[src/include/epi_regs.vh]
// Register map, field positions and reset values of the external/pin-change interrupt unit
`ifndef EPI_REGS_VH
`define EPI_REGS_VH

// Register indices; byte address is four times the index
`define EPI_IDX_ENABLE_MASK 8'h1d
`define EPI_IDX_FLAGS       8'h1c
`define EPI_IDX_GLOBAL      8'h1e
`define EPI_IDX_SENSE       8'h69
`define EPI_IDX_PCMASK0     8'h6b
`define EPI_IDX_PCMASK1     8'h6c
`define EPI_IDX_PCMASK2     8'h6d
`define EPI_IDX_PCMASK3     8'h73

// Field positions
`define EPI_BIT_DEDICATED   0
`define EPI_BIT_GRP0        4
`define EPI_BIT_GLOBAL_EN   0
`define EPI_BIT_SENSE_HI    1
`define EPI_BIT_SENSE_LO    0

// Writable bits of each register
`define EPI_ENABLE_WMASK    8'hf1
`define EPI_SENSE_WMASK     8'h03
`define EPI_PCMASK3_WMASK   8'h7f

// Reset values
`define EPI_RST_ENABLE_MASK 8'h00
`define EPI_RST_FLAGS       8'h00
`define EPI_RST_SENSE       8'h00
`define EPI_RST_PCMASK      8'h00
`define EPI_RST_GLOBAL      8'h00

// Sense codes
`define EPI_SENSE_LOW       2'h0
`define EPI_SENSE_ANY       2'h1
`define EPI_SENSE_FALL      2'h2
`define EPI_SENSE_RISE      2'h3

`endif

[src/hdl/epi_pcgrp.v]
// Change detector for one pin-change group
`timescale 1ns/10ps
module epi_pcgrp
(
  cur,
  prev,
  pin_mask,
  grp_en,
  hit
);
  input  wire [7:0] cur;
  input  wire [7:0] prev;
  input  wire [7:0] pin_mask;
  input  wire       grp_en;
  output wire       hit;

  // Any unmasked pin whose sample differs from the last one
  assign hit = grp_en & (|((cur ^ prev) & pin_mask));
endmodule

[src/hdl/epi_sync.v]
// Two-stage synchroniser for a vector of asynchronous pins
`timescale 1ns/10ps
module epi_sync
#(
  parameter W = 32
)
(
  clk,
  nrst,
  din,
  dout
);
  input  wire         clk;
  input  wire         nrst;
  input  wire [W-1:0] din;
  output reg  [W-1:0] dout;

  reg [W-1:0] meta_r;

  // First stage feeds only the second stage
  always @(posedge clk or negedge nrst)
  begin
    if (!nrst)
    begin
      meta_r <= {W{1'b0}};
      dout   <= {W{1'b0}};
    end
    else
    begin
      meta_r <= din;
      dout   <= meta_r;
    end
  end
endmodule

[src/hdl/epi_top.v]
// External interrupt pin and pin-change interrupt unit with Avalon-MM register port
//
// The Avalon-MM register port was left to the implementer.
`timescale 1ns/10ps
`include "epi_regs.vh"
module epi_top
#(
  parameter HAS_GRP23 = 1,
  parameter NPINS     = 31
)
(
  clk,
  nrst,
  avs_address,
  avs_read,
  avs_write,
  avs_writedata,
  avs_byteenable,
  avs_readdata,
  avs_waitrequest,
  dedicated_irq_pin,
  pc_pins,
  vector_taken,
  vector_id,
  vector_req,
  irq,
  wake
);
  input  wire             clk;
  input  wire             nrst;
  input  wire [7:0]       avs_address;
  input  wire             avs_read;
  input  wire             avs_write;
  input  wire [31:0]      avs_writedata;
  input  wire [3:0]       avs_byteenable;
  output reg  [31:0]      avs_readdata;
  output reg              avs_waitrequest;
  input  wire             dedicated_irq_pin;
  input  wire [NPINS-1:0] pc_pins;
  input  wire             vector_taken;
  input  wire [2:0]       vector_id;
  output reg  [4:0]       vector_req;
  output reg              irq;
  output reg              wake;

  //////////////////////////////////////////////////////////////////////////////
  // Registers

  reg  [7:0]  enable_mask_r;
  reg  [7:0]  flags_r;
  reg  [7:0]  flags_nxt;
  reg  [7:0]  sense_r;
  reg  [7:0]  global_r;
  reg  [31:0] pcmask_r;
  reg  [31:0] pin_prev_r;
  reg         ded_prev_r;
  reg  [2:0]  prime_r;
  reg  [7:0]  rd_mux;
  reg  [4:0]  req_nxt;

  wire [31:0] pin_cur;
  wire        ded_cur;
  wire [3:0]  grp_hit;
  wire [7:0]  wdata;
  wire        wr_go;
  wire        wr_lane;
  wire        gie;
  wire [1:0]  sense;
  wire        level_mode;
  wire        ded_edge;
  wire        ded_level;
  wire [3:0]  grp_en;
  wire [7:0]  flag_rd;
  wire [31:0] pins_padded;
  wire        hist_ok;

  assign wdata   = avs_writedata[7:0];
  assign wr_lane = avs_byteenable[0];
  assign wr_go   = avs_write & ~avs_waitrequest & wr_lane;
  assign gie     = global_r[`EPI_BIT_GLOBAL_EN];
  assign sense   = {sense_r[`EPI_BIT_SENSE_HI], sense_r[`EPI_BIT_SENSE_LO]};

  //////////////////////////////////////////////////////////////////////////////
  // Input synchronisation

  // Unused upper pin positions read as steady zero
  assign pins_padded = {{(32-NPINS){1'b0}}, pc_pins};

  // Pin-change pins and the dedicated pin pass two flip-flops
  epi_sync #(.W(32)) u_pc_sync
  (
    .clk  (clk),
    .nrst (nrst),
    .din  (pins_padded),
    .dout (pin_cur)
  );

  epi_sync #(.W(1)) u_ded_sync
  (
    .clk  (clk),
    .nrst (nrst),
    .din  (dedicated_irq_pin),
    .dout (ded_cur)
  );

  // Previous samples for change and edge comparison
  always @(posedge clk or negedge nrst)
  begin
    if (!nrst)
    begin
      pin_prev_r <= 32'h00000000;
      ded_prev_r <= 1'b0;
    end
    else
    begin
      pin_prev_r <= pin_cur;
      ded_prev_r <= ded_cur;
    end
  end

  // Comparisons count only once both pipelines hold real pin levels, never reset zeros
  always @(posedge clk or negedge nrst)
  begin
    if (!nrst)
    begin
      prime_r <= 3'h0;
    end
    else
    begin
      prime_r <= {prime_r[1:0], 1'b1};
    end
  end

  assign hist_ok = prime_r[2];

  //////////////////////////////////////////////////////////////////////////////
  // Pin-change groups

  // Group enables; absent groups stay disabled
  assign grp_en[0] = enable_mask_r[`EPI_BIT_GRP0];
  assign grp_en[1] = enable_mask_r[`EPI_BIT_GRP0 + 1];
  assign grp_en[2] = enable_mask_r[`EPI_BIT_GRP0 + 2];
  assign grp_en[3] = enable_mask_r[`EPI_BIT_GRP0 + 3];

  // One change detector per group of eight pins
  genvar g;
  generate
    for (g = 0; g < 4; g = g + 1)
    begin : grp
      epi_pcgrp u_grp
      (
        .cur      (pin_cur[8*g+7:8*g]),
        .prev     (pin_prev_r[8*g+7:8*g]),
        .pin_mask (pcmask_r[8*g+7:8*g]),
        .grp_en   (grp_en[g] & hist_ok),
        .hit      (grp_hit[g])
      );
    end
  endgenerate

  //////////////////////////////////////////////////////////////////////////////
  // Dedicated pin sense

  // Edge or change on the sampled pin per sense code
  assign level_mode = (sense == `EPI_SENSE_LOW);
  assign ded_edge   = hist_ok &
                      (((sense == `EPI_SENSE_ANY)  & (ded_cur ^ ded_prev_r)) |
                       ((sense == `EPI_SENSE_FALL) & ~ded_cur & ded_prev_r) |
                       ((sense == `EPI_SENSE_RISE) & ded_cur & ~ded_prev_r));

  // Low level needs no history, so it holds while the pin is low
  assign ded_level  = level_mode & ~ded_cur;

  //////////////////////////////////////////////////////////////////////////////
  // Flags

  // Set wins over vector entry and write-one clear
  always @*
  begin
    flags_nxt = flags_r;
    if (wr_go && (avs_address == `EPI_IDX_FLAGS))
    begin
      flags_nxt = flags_nxt & ~wdata;
    end
    if (vector_taken)
    begin
      if (vector_id == 3'h0)
      begin
        flags_nxt[`EPI_BIT_DEDICATED] = 1'b0;
      end
      else if (vector_id <= 3'h4)
      begin
        flags_nxt[`EPI_BIT_GRP0 + vector_id - 3'h1] = 1'b0;
      end
    end
    if (ded_edge && !level_mode)
    begin
      flags_nxt[`EPI_BIT_DEDICATED] = 1'b1;
    end
    if (level_mode)
    begin
      flags_nxt[`EPI_BIT_DEDICATED] = 1'b0;
    end
    if (grp_hit[0])
    begin
      flags_nxt[`EPI_BIT_GRP0] = 1'b1;
    end
    if (grp_hit[1])
    begin
      flags_nxt[`EPI_BIT_GRP0 + 1] = 1'b1;
    end
    if (grp_hit[2] && (HAS_GRP23 != 0))
    begin
      flags_nxt[`EPI_BIT_GRP0 + 2] = 1'b1;
    end
    if (grp_hit[3] && (HAS_GRP23 != 0))
    begin
      flags_nxt[`EPI_BIT_GRP0 + 3] = 1'b1;
    end
    flags_nxt[3:1] = 3'h0;
    if (HAS_GRP23 == 0)
    begin
      flags_nxt[7:6] = 2'h0;
    end
  end

  assign flag_rd = flags_r;

  //////////////////////////////////////////////////////////////////////////////
  // Vector requests

  // Each vector needs its flag (or low level), its enable and the global enable
  always @*
  begin
    req_nxt[0] = gie & enable_mask_r[`EPI_BIT_DEDICATED] &
                 (level_mode ? ded_level : flags_r[`EPI_BIT_DEDICATED]);
    req_nxt[1] = gie & grp_en[0] & flags_r[`EPI_BIT_GRP0];
    req_nxt[2] = gie & grp_en[1] & flags_r[`EPI_BIT_GRP0 + 1];
    req_nxt[3] = gie & grp_en[2] & flags_r[`EPI_BIT_GRP0 + 2];
    req_nxt[4] = gie & grp_en[3] & flags_r[`EPI_BIT_GRP0 + 3];
  end

  //////////////////////////////////////////////////////////////////////////////
  // Register writes and state update

  // Software-writable registers, flags and request outputs
  always @(posedge clk or negedge nrst)
  begin
    if (!nrst)
    begin
      enable_mask_r <= `EPI_RST_ENABLE_MASK;
      flags_r       <= `EPI_RST_FLAGS;
      sense_r       <= `EPI_RST_SENSE;
      global_r      <= `EPI_RST_GLOBAL;
      pcmask_r      <= {4{`EPI_RST_PCMASK}};
      vector_req    <= 5'h00;
      irq           <= 1'b0;
      wake          <= 1'b0;
    end
    else
    begin
      flags_r    <= flags_nxt;
      vector_req <= req_nxt;
      irq        <= |req_nxt;
      wake       <= ded_level & enable_mask_r[`EPI_BIT_DEDICATED] | (|grp_hit);
      if (wr_go)
      begin
        case (avs_address)
          `EPI_IDX_ENABLE_MASK:
          begin
            enable_mask_r <= wdata & `EPI_ENABLE_WMASK &
                             ((HAS_GRP23 != 0) ? 8'hff : 8'h3f);
          end
          `EPI_IDX_SENSE:
          begin
            sense_r <= wdata & `EPI_SENSE_WMASK;
          end
          `EPI_IDX_GLOBAL:
          begin
            global_r <= wdata & 8'h01;
          end
          `EPI_IDX_PCMASK0:
          begin
            pcmask_r[7:0] <= wdata;
          end
          `EPI_IDX_PCMASK1:
          begin
            pcmask_r[15:8] <= wdata;
          end
          `EPI_IDX_PCMASK2:
          begin
            pcmask_r[23:16] <= (HAS_GRP23 != 0) ? wdata : 8'h00;
          end
          `EPI_IDX_PCMASK3:
          begin
            pcmask_r[31:24] <= (HAS_GRP23 != 0) ? (wdata & `EPI_PCMASK3_WMASK) : 8'h00;
          end
          default:
          begin
            global_r <= global_r;
          end
        endcase
      end
    end
  end

  //////////////////////////////////////////////////////////////////////////////
  // Avalon-MM slave

  // Read multiplexer; unmapped addresses read zero
  always @*
  begin
    case (avs_address)
      `EPI_IDX_ENABLE_MASK: rd_mux = enable_mask_r;
      `EPI_IDX_FLAGS:       rd_mux = flag_rd;
      `EPI_IDX_GLOBAL:      rd_mux = global_r;
      `EPI_IDX_SENSE:       rd_mux = sense_r;
      `EPI_IDX_PCMASK0:     rd_mux = pcmask_r[7:0];
      `EPI_IDX_PCMASK1:     rd_mux = pcmask_r[15:8];
      `EPI_IDX_PCMASK2:     rd_mux = pcmask_r[23:16];
      `EPI_IDX_PCMASK3:     rd_mux = pcmask_r[31:24];
      default:              rd_mux = 8'h00;
    endcase
  end

  // Waitrequest idles high and drops for one cycle, one cycle after a request
  always @(posedge clk or negedge nrst)
  begin
    if (!nrst)
    begin
      avs_waitrequest <= 1'b1;
      avs_readdata    <= 32'h00000000;
    end
    else
    begin
      if ((avs_read || avs_write) && avs_waitrequest)
      begin
        avs_waitrequest <= 1'b0;
        avs_readdata    <= {24'h000000, rd_mux};
      end
      else
      begin
        avs_waitrequest <= 1'b1;
      end
    end
  end
endmodule

[config.mk]
export PLATFORM = sky130hd
export DESIGN_NAME = epi_top
export DESIGN_NICKNAME = d
export VERILOG_FILES = /design/src/hdl/epi_pcgrp.v /design/src/hdl/epi_sync.v /design/src/hdl/epi_top.v
export VERILOG_INCLUDE_DIRS = /design/src /design/src/include
export SDC_FILE = /design/constraint.sdc
export NUM_CORES = 1
export LEC_CHECK = 0
export ABC_CLOCK_PERIOD_IN_PS = 2800
export BUFFER_PORTS_ARGS = -buffer_cell sky130_fd_sc_hd__buf_4
export CAP_MARGIN = 10
export CORE_ASPECT_RATIO = 0.6
export CORE_MARGIN = 2
export CORE_UTILIZATION = 55
export DETAILED_ROUTE_END_ITERATION = 8
export MAX_ROUTING_LAYER = met4
export PLACE_DENSITY = 0.8
export SLEW_MARGIN = 20
export SYNTH_ARGS = -nofsm -noshare
export SYNTH_HDL_FRONTEND = slang
export SYNTH_HIERARCHICAL = 1
export SYNTH_SLANG_ARGS = --single-unit
[constraint.sdc]
create_clock -name clk -period 2.8 [get_ports clk]
set_clock_uncertainty 0.05 [all_clocks]
set_input_delay 0.28 -clock clk [delete_from_list [all_inputs] [get_ports clk]]
set_output_delay 0.28 -clock clk [all_outputs]
set_load 0.05 [all_outputs]
==> results of run 1 <==
through the flow:
stage	utilization	instances	setup slack, ps	area, sq um
2_1_floorplan	-	469	884	6350
3_3_place_gp	0.617	658	686	6900
3_5_place_dp	0.617	658	606	6900
4_1_cts	0.701	723	969	7840
5_1_grt	0.701	723	860	7840
6_report	0.701	723	925	7840
layout make-up:
type | count | area [sq um]
Sequential cell | 162 | 4060
Fill cell | 756 | 3350
Multi-Input combinational cell | 263 | 2030
Timing Repair Buffer | 110 | 925
Clock buffer | 18 | 429
Tap cell | 144 | 180
Clock inverter | 14 | 174
Inverter | 12 | 45.0
power groups by stage:
stage	Sequential (uW)	Combinational, uW	Clock (uW)
finish	2490	390	2330
global route	2500	422	2470
CTS	2490	390	2360
detailed placement	2530	352	0
global placement	2520	342	0
floorplan	2520	203	0
final timing paths:
path | endpoint | slack, ps | depth (start not counted)
min | pcmask_r[27] | 100 | 2
max reg2reg | wake | 930 | 5
max | wake | 930 | 5
min in group asynchronous | u_ded_sync/dout | 380 | 2
min reg2reg | u_ded_sync/dout | 300 | 0
max in group asynchronous | pcmask_r[13] | 1520 | 3
cells by family after synthesis:
kind of cell               Yosys count  synth area share
DFF                                162             0.648
buffers and inverters               44            0.0424
and+or+nand+nor                     84            0.0924
adders and majority gates            3           0.00600
xor gates and xnor gates            32            0.0448
AOI/OAI and AO/OA                   68            0.0764
other                                2           0.00120
muxes                               49            0.0884
placed cells by master, fill, tap and decap left out, drive strengths merged, types with 3 or more instances in the layout:
| master | n |
|---|---|
| dfrtp | 161 |
| dlygate4sd3 | 33 |
| clkinv | 7 |
| buf | 77 |
| and3 | 5 |
| nor4 | 5 |
| nand2 | 21 |
| nor2 | 11 |
| xor2 | 32 |
| a32oi | 3 |
| mux2i | 5 |
| o21ai | 15 |
| conb | 27 |
| and3b | 3 |
| clkbuf | 18 |
| a22oi | 20 |
| a41oi | 4 |
| nor3 | 5 |
| a21oi | 7 |
| ha | 3 |
| nand3 | 6 |
| and2 | 4 |
| nor3b | 5 |
| mux2 | 44 |
| inv | 17 |
registers in the layout (all words and copies together), names as in the netlist:
signal,flops
global_r,1
u_pc_sync/dout,32
pin_prev_r,32
avs_readdata,8
enable_mask_r,5
sense_r,2
vector_req,5
ded_prev_r,1
wake,1
u_ded_sync/dout,1
prime_r,3
pcmask_r,31
u_pc_sync/meta_r,32
flag_rd,5
u_ded_sync/meta_r,1
avs_waitrequest,1
irq,1
layer usage:
layer,vias up,global-route usage
met5,-,-
met4,0,0.0609
met3,21,0.0641
met2,147,0.374
met1,2033,0.353
li1,1774,-
==> flow_summary.json, run 1 <==
{
  "worstMarginPinSlew_ps": 666,
  "clockBufferDepth": 2,
  "rsz0062_at_grt": "false",
  "rows": 30,
  "postRouteAntennaNets": 0,
  "via_per_inst": 5.50,
  "cpLargestDelayFamily": "compound AO/OA/AOI/OAI gates",
  "cp_num_buf_inv": 0,
  "synthFlopType": "dfrtp_1",
  "grt_use_total": 0.251,
  "synth_seq_cells": 162,
  "area_growth_pct": 25.3,
  "max_freq_mhz": 533,
  "htree_levels": 4,
  "drive_gt1_frac": 0.302,
  "drtIter0Drc": 294,
  "cp-end-kind": "flip-flop",
  "synth_commonest_cells": "161 x dfrtp_1, 42 x mux2_2, 32 x xor2_1, 25 x buf_4",
  "wl_per_cell_microns": 19.3,
  "outcome": "finished clean",
  "yosysSeqAreaShare": 0.648,
  "first_global_vias": 4034,
  "first_pass_iters": 5,
  "drv_slew": 0,
  "top_layer": "met4",
  "dp_hpwl_microns": 9840,
  "path_clk_slew_ps": 60,
  "cts.sinks": 162,
  "start_kind": "flip-flop",
  "min_period_over_period": 0.670,
  "clk_latency_ps": 420,
  "hold_path_startpoint": "avs_writedata[3]",
  "cp.arrival_ps": 2100,
  "critPathMaxFanout": 2,
  "hold_viol_final": 0,
  "slowest_delay_ps": 450,
  "finalPower_uw": 5210,
  "cpMaxStageDelayCell": "nor4_1",
  "routed_wl_microns": 13900,
  "cts_setup_buffers": 0,
  "drc": 0,
  "power_frac_seq": 0.478,
  "met1Wirelength_microns": 6590,
  "critPathLaunch": "u_pc_sync/dout[11]",
  "synthArstFlopShare": 1.00,
  "netlist_area_sq_um": 6250,
  "yosysMostFrequentCell": "dfrtp_1",
  "cp.required_ps": 3020,
  "wl_met3_microns": 870,
  "p_sw_frac": 0.246,
  "grt_pass1_wl_microns": 21800,
  "hold_ws_ps": 95.3,
  "synth_top_area_share": 0.644,
  "hold_buffers": 33,
  "yosys-top-cells-area": "dfrtp_1 64%, mux2_2 7.6%, xor2_1 4.5%",
  "switchingPower_uw": 1280,
  "cts.repair.resized": 0,
  "layout.nets": 653,
  "worstPathCellList": "xor2_1 > a22oi_1 > a41oi_1 > nor4_1 > o41ai_1",
  "dieArea_sq_um": 12300,
  "vdd_drop_max_v": 0.000478,
  "antenna_found_initial": 0,
  "numCtsBuffers": 17,
  "setup_tns_ps": 0,
  "min_period_ps": 1870,
  "power_frac_comb": 0.075,
  "vias": 3975,
  "die_h_microns": 86.6,
  "initial_core_util": 0.559,
  "cts_tree": "built",
  "grt_max_degree": 73,
  "yosysTopAreaCell": "dfrtp_1",
  "yosysWarnings": 6,
  "r2r_start": "u_pc_sync/dout[11]",
  "p_int_uw": 3930,
  "core_area_sq_um": 11200,
  "drv_cap": 0,
  "grt_overflow": 0,
  "leakagePower_uw": 0.00366,
  "syn_area_per_cell_sq_um": 14.1,
  "diodes": 0,
  "synth_edf_count": 0,
  "powerDensity_nw_per_um2": 664,
  "critPathKind": "flip-flop to flip-flop",
  "dr_wl_met2_microns": 6300,
  "ios": 124,
  "power.share.clock": 0.447,
  "numPortBuffers": 72,
  "cts_root_buf": "clkbuf_16",
  "relSlewSlack": 0.556,
  "setup_viol": 0,
  "gp_congestion": 0.906,
  "die_width_microns": 142,
  "min_path_type": "input port to flip-flop",
  "synth_cell_types": 63,
  "syn_inst": 444
}
No activity file was read; power rests on OpenSTA's default activity.
==> run 2, diff against run 1 <==
ABC_CLOCK_PERIOD_IN_PS = 1550   (was 2800)
CORE_UTILIZATION = 49   (was 55)
PLACE_DENSITY = 0.75   (was 0.8)
clock period = 1.55 ns   (was 2.8 ns; I/O delays follow)
==> run 2 against run 1 <==
The flow now finishes with violations (negative setup slack). Global-route usage shrank 0.10 points. Sequential cell count unchanged. Register-to-register slack worse by 1100 ps. Total power increased by 88%. First-iteration DRC count down 16%. Critical path depth stayed put. Maximum frequency up 11%. Core utilization is 2.5 points higher. Final cell count up 13%. Die area grew 12%. Combinational power rose by 120%. Critical path type unchanged. Critical endpoint unchanged.
==> flow_summary.json, run 2 (synthesis results as in run 1) <==
{
  "outcome": "complete, but fails checks",
  "violations": "negative setup slack",
  "min_path_type": "input port to flip-flop",
  "min_period_ps": 1690,
  "path_clk_slew_ps": 70,
  "worstMarginPinSlew_ps": 675,
  "setup_viol": 31,
  "postRouteAntennaNets": 0,
  "wl_per_cell_microns": 19.0,
  "first_pass_iters": 4,
  "die_h_microns": 91.5,
  "drive_gt1_frac": 0.437,
  "fin_ws_ps": -141,
  "critPathMaxFanout": 2,
  "numPortBuffers": 72,
  "worstPathCellList": "xor2_1 > a22oi_2 > a41oi_2 > nor4_4 > o41ai_2",
  "leakagePower_uw": 0.00414,
  "area_growth_pct": 42.2,
  "hold_viol_final": 0,
  "placed_area_sq_um": 7500,
  "rows": 31,
  "n_fill_cell": 795,
  "ios": 124,
  "clockBufferDepth": 2,
  "relSlewSlack": 0.546,
  "final_util": 0.726,
  "timing.rr.end": "wake",
  "cts_tree": "built",
  "max_freq_mhz": 591,
  "start_kind": "flip-flop",
  "regArea_sq_um": 4060,
  "dp_hpwl_microns": 10900,
  "cpMaxStageDelayCell": "dfrtp_1",
  "multi_input_area_sq_um": 2380,
  "min_period_over_period": 1.09,
  "slowest_delay_ps": 390,
  "grt_use_total": 0.250,
  "cts_root_buf": "clkbuf_16",
  "powerDensity_nw_per_um2": 1100,
  "rsz0062_at_grt": "true",
  "drv_slew": 0,
  "vias": 4284,
  "routed_wl_microns": 15600,
  "final_common_cell": "dfrtp_1",
  "stdcell_area_sq_um": 8890,
  "initial_core_util": 0.510,
  "diodes": 0,
  "antenna_found_initial": 0,
  "cts.sinks": 162,
  "clk_latency_ps": 420,
  "drtIter0Drc": 246,
  "final_cell_mix": "161 x dfrtp_1, 141 x buf_4, 37 x dlygate4sd3_1, 32 x mux2_2, 32 x xor2_1",
  "drv_cap": 0,
  "critPathKind": "flip-flop to flip-flop",
  "layout.nets": 729,
  "hold_ws_ps": 28.1,
  "first_global_vias": 4456,
  "cp.arrival_ps": 1930,
  "endpoint": "wake",
  "top_regs": "pin_prev_r: 32 flops, u_pc_sync/dout: 32 flops, u_pc_sync/meta_r: 32 flops",
  "r2r_start": "u_pc_sync/dout[11]",
  "cp-end-kind": "flip-flop",
  "critPathLaunch": "u_pc_sync/dout[11]",
  "die_width_microns": 150,
  "drc": 0,
  "htree_levels": 4,
  "reg2reg_slack_ps": -140,
  "via_per_inst": 5.22,
  "grt_pass1_wl_microns": 24500,
  "r2r_cells": 5,
  "vdd_drop_max_v": 0.000704,
  "gp_congestion": 0.867,
  "dieArea_sq_um": 13700,
  "grt_overflow": 0,
  "cp.required_ps": 1790,
  "core_area_sq_um": 12300,
  "numCtsBuffers": 17,
  "grt_max_degree": 54
}
run 2: worst min-delay path by stage:
stage,from,to,depth (start not counted)
3_3_place_gp,nrst,ded_prev_r,1
2_1_floorplan,nrst,avs_readdata[0],0
3_5_place_dp,nrst,vector_req[0],1
4_1_cts,avs_writedata[6],pcmask_r[30],2
5_1_grt,avs_writedata[6],pcmask_r[30],2
6_report,avs_writedata[6],enable_mask_r[6],2
run 2: final cells by class:
type | count | share of cell area
Clock buffer | 17 | 0.0478
Clock inverter | 15 | 0.0235
Inverter | 12 | 0.00647
Multi-Input combinational cell | 263 | 0.267
Sequential cell | 162 | 0.456
Tap cell | 165 | 0.0232
Timing Repair Buffer | 186 | 0.176
run 2: where the power goes:
group | internal [uW] | total, uW | switching, uW
Clock | 2480 | 4400 | 1930
Combinational | 371 | 874 | 503
Sequential | 4390 | 4490 | 96.5
Total | 7240 | 9770 | 2530
run 2: timing repair:
action | 4_1_cts | 5_1_grt
endpoints found under the setup margin | 34 | 50
resized for setup | 20 | 39
pin swaps | 16 | 19
setup buffers | 7 | 2
hold buffers | 37 | 0
endpoints found under the hold margin | 101 | 0
run 2: worst max-delay path, delay by kind of cell (launching register included):
| kind | cells | cell delay (ps) |
|---|---|---|
| compound gates | 3 | 580 |
| flops | 1 | 390 |
| simple gates | 1 | 350 |
| xor+xnor | 1 | 180 |
run 2: metal layers:
| metal | up-vias | wire [microns] | track usage |
|---|---|---|---|
| li1 | 1936 | - | - |
| met1 | 2192 | 7190 | 0.356 |
| met2 | 136 | 7200 | 0.361 |
| met3 | 20 | 972 | 0.0548 |
| met4 | 0 | 245 | 0.0810 |
| met5 | - | 0 | - |
run 2: stage by stage:
step	setup TNS (ps)	power, uW	instances	worst slack (ps)
finish	-776	9770	820	-141
global route	-1600	10100	820	-247
CTS	-363	9800	819	-173
detailed placement	-6420	5300	746	-425
global placement	-5890	5280	746	-354
floorplan	-1200	4930	469	-102
==> run 3, diff against run 2 <==
ABC_AREA = 1   (was default)
CORE_UTILIZATION = 50   (was 49)
HOLD_SLACK_MARGIN = 0.1   (was default)
PLACE_DENSITY = 0.76   (was 0.75)
==> run 3 against run 2 <==
The run now ends clean. Core utilization down 6.3 points. Synthesized cell count is 58% higher. Area after synthesis increased by 6.7%. Maximum frequency increased by 9.3%. Register-to-register slack improved by 140 ps. Total power is 2.3% lower. Final cell count grew 25%. Combinational power down 9.8%. Worst setup slack improved by 140 ps. First-iteration DRC count grew 64%. Clock-buffer cell count increased by 1. Critical path type unchanged. Critical endpoint unchanged.
==> flow_summary.json, run 3 <==
{
  "yosysWarnings": 6,
  "powerDensity_nw_per_um2": 1110,
  "grt_pass1_wl_microns": 25600,
  "syn_inst": 702,
  "synthArstFlopShare": 1.00,
  "p_sw_frac": 0.263,
  "min_path_type": "input port to flip-flop",
  "cp.arrival_ps": 1810,
  "placedCellCount": 954,
  "leakagePower_uw": 0.00454,
  "cts_tree": "built",
  "drv_slew": 0,
  "routed_wl_microns": 15500,
  "first_global_vias": 5060,
  "first_pass_iters": 7,
  "gp_congestion": 0.927,
  "vias": 5014,
  "timing.rr.end": "wake",
  "ios": 124,
  "drive_gt1_frac": 0.226,
  "post_synth_xor_area_fraction": 0,
  "postRouteAntennaNets": 0,
  "synth_edf_count": 0,
  "synth_adder_area_share": 0.00563,
  "min_period_over_period": 0.998,
  "start_kind": "flip-flop",
  "cp-end-kind": "flip-flop",
  "area_growth_pct": 28.4,
  "layout.nets": 932,
  "max_freq_mhz": 647,
  "initial_core_util": 0.516,
  "core_area_sq_um": 12900,
  "yosysMostFrequentCell": "nand2_1",
  "power_frac_seq": 0.474,
  "rsz0062_at_grt": "true",
  "cts.sinks": 162,
  "power.share.clock": 0.443,
  "outcome": "finished clean",
  "clockBufferDepth": 2,
  "htree_levels": 4,
  "yosysTopAreaCell": "dfrtp_1",
  "fin_ws_ps": 3.61,
  "die_h_microns": 93.5,
  "reg2reg_slack_ps": 4,
  "drtIter0Drc": 404,
  "grt_use_total": 0.240,
  "path_clk_slew_ps": 70,
  "finalPower_uw": 9540,
  "critPathKind": "flip-flop to flip-flop",
  "hold_end": "avs_readdata[0]",
  "power_frac_comb": 0.083,
  "diodes": 0,
  "via_per_inst": 4.88,
  "grt_overflow": 0,
  "dp_hpwl_microns": 10900,
  "final_cell_mix": "191 x nand2_1, 161 x dfrtp_1, 107 x inv_1, 83 x buf_4, 75 x nand3_1",
  "wl_per_cell_microns": 15.1,
  "whs_path_depth": 5,
  "top_regs": "pin_prev_r: 32 flops, u_pc_sync/dout: 32 flops, u_pc_sync/meta_r: 32 flops",
  "hold_viol_final": 0,
  "numCtsBuffers": 17,
  "syn_area_per_cell_sq_um": 9.50,
  "synth_commonest_cells": "197 x nand2_1, 161 x dfrtp_1, 108 x inv_1, 80 x nand3_1, 24 x buf_4",
  "synth_seq_cells": 162,
  "yosysSeqAreaShare": 0.608,
  "synth_compound_area_frac": 0.0566,
  "die_width_microns": 153,
  "drc": 0,
  "p_int_uw": 7030,
  "final_common_cell": "nand2_1",
  "cts_root_buf": "clkbuf_16",
  "synth_top_family_by_area": "simple AND/OR/NAND/NOR gates",
  "rows": 32,
  "switchingPower_uw": 2510,
  "grt_max_degree": 56,
  "synth_cell_types": 30,
  "r2r_cells": 9,
  "dieArea_sq_um": 14300,
  "clk_latency_ps": 420,
  "final_cells": 1028,
  "r2r_start": "u_pc_sync/dout[5]",
  "cp.required_ps": 1810,
  "drv_cap": 0,
  "synthSimpleGateAreaFrac": 0.227,
  "vdd_drop_max_v": 0.000642,
  "setup_tns_ps": 0,
  "numPortBuffers": 72,
  "synthMuxAreaShare": 0,
  "antenna_found_initial": 0,
  "setup_viol": 0,
  "min_period_ps": 1550,
  "synthFlopType": "dfrtp_1",
  "post-place-ws_ps": -209,
  "hold_path_startpoint": "avs_read",
  "critPathMaxFanout": 3,
  "synth_top_area_share": 0.604,
  "yosys-top-cells-area": "dfrtp_1 60%, nand2_1 11%, inv_1 6.1%",
  "netlist_area_sq_um": 6670
}
[run 3: worst max-delay path by stage]
stage	startpoint	depth (start not counted)	slack [ps]	endpoint
global route	u_pc_sync/dout[5]	9	-100	wake
detailed placement	u_pc_sync/dout[5]	9	-210	wake
global placement	u_pc_sync/dout[5]	9	-170	wake
finish	u_pc_sync/dout[5]	9	4	wake
floorplan	avs_waitrequest	5	150	pcmask_r[22]
CTS	u_pc_sync/dout[22]	9	-40	wake
[run 3: cells by family (layout without fill, tap and decap cells)]
kind of cell	after synthesis	in the layout
other	2	27
and+or+nand+nor	332	332
buffers and inverters	143	274
DFF	162	162
adders and majority gates	3	3
AOI/OAI and AO/OA	60	60
[run 3: layout make-up]
type,instances,area (sq um)
well taps,170,213
multi-input cells,422,2130
inverters,112,423
repair buffers,130,1140
flip-flops and latches,162,4060
clock inverters,14,166
fillers,977,4370
clock buffers,18,439
[run 3: repair_timing]
item | in CTS | in global routing
resized for setup | 7 | 20
hold buffers | 41 | 0
endpoints found under the hold margin | 206 | 0
pin swaps | 7 | 9
endpoints found under the setup margin | 1 | 2
setup buffers | 0 | 1
[run 3: layer usage]
layer	vias up	GRT usage	wire length [microns]
li1	2412	-	-
met1	2418	0.325	7060
met2	170	0.372	7250
met3	14	0.0491	1080
met4	0	0.0702	155
met5	-	-	0
[run 3: metrics by stage]
step / area (sq um) / hold WS (ps) / util
after global placement: 7440 / 9.89 / 0.575
after detailed placement: 7440 / 18.2 / 0.575
final: 8570 / 114 / 0.662
after CTS: 8480 / 116 / 0.656
after floorplan: 6770 / -191 / -
after global routing: 8570 / 125 / 0.662
[run 3: critical path, cell delays in order (launching register included)]
cell and delay (ps):
dfrtp_1 410, inv_1 80, nand2_2 60, nand3_2 70, nand2_2 80, nor2_4 120
a21oi_4 90, nor4_4 290, buf_4 150, nand2_2 30
[run 3: power by group through the flow]
stage | clock network [uW] | registers [uW] | logic (uW)
finish | 4220 | 4520 | 788
global route | 4470 | 4550 | 875
CTS | 4280 | 4520 | 779
detailed placement | 0 | 4600 | 690
global placement | 0 | 4590 | 664
floorplan | 0 | 4580 | 412
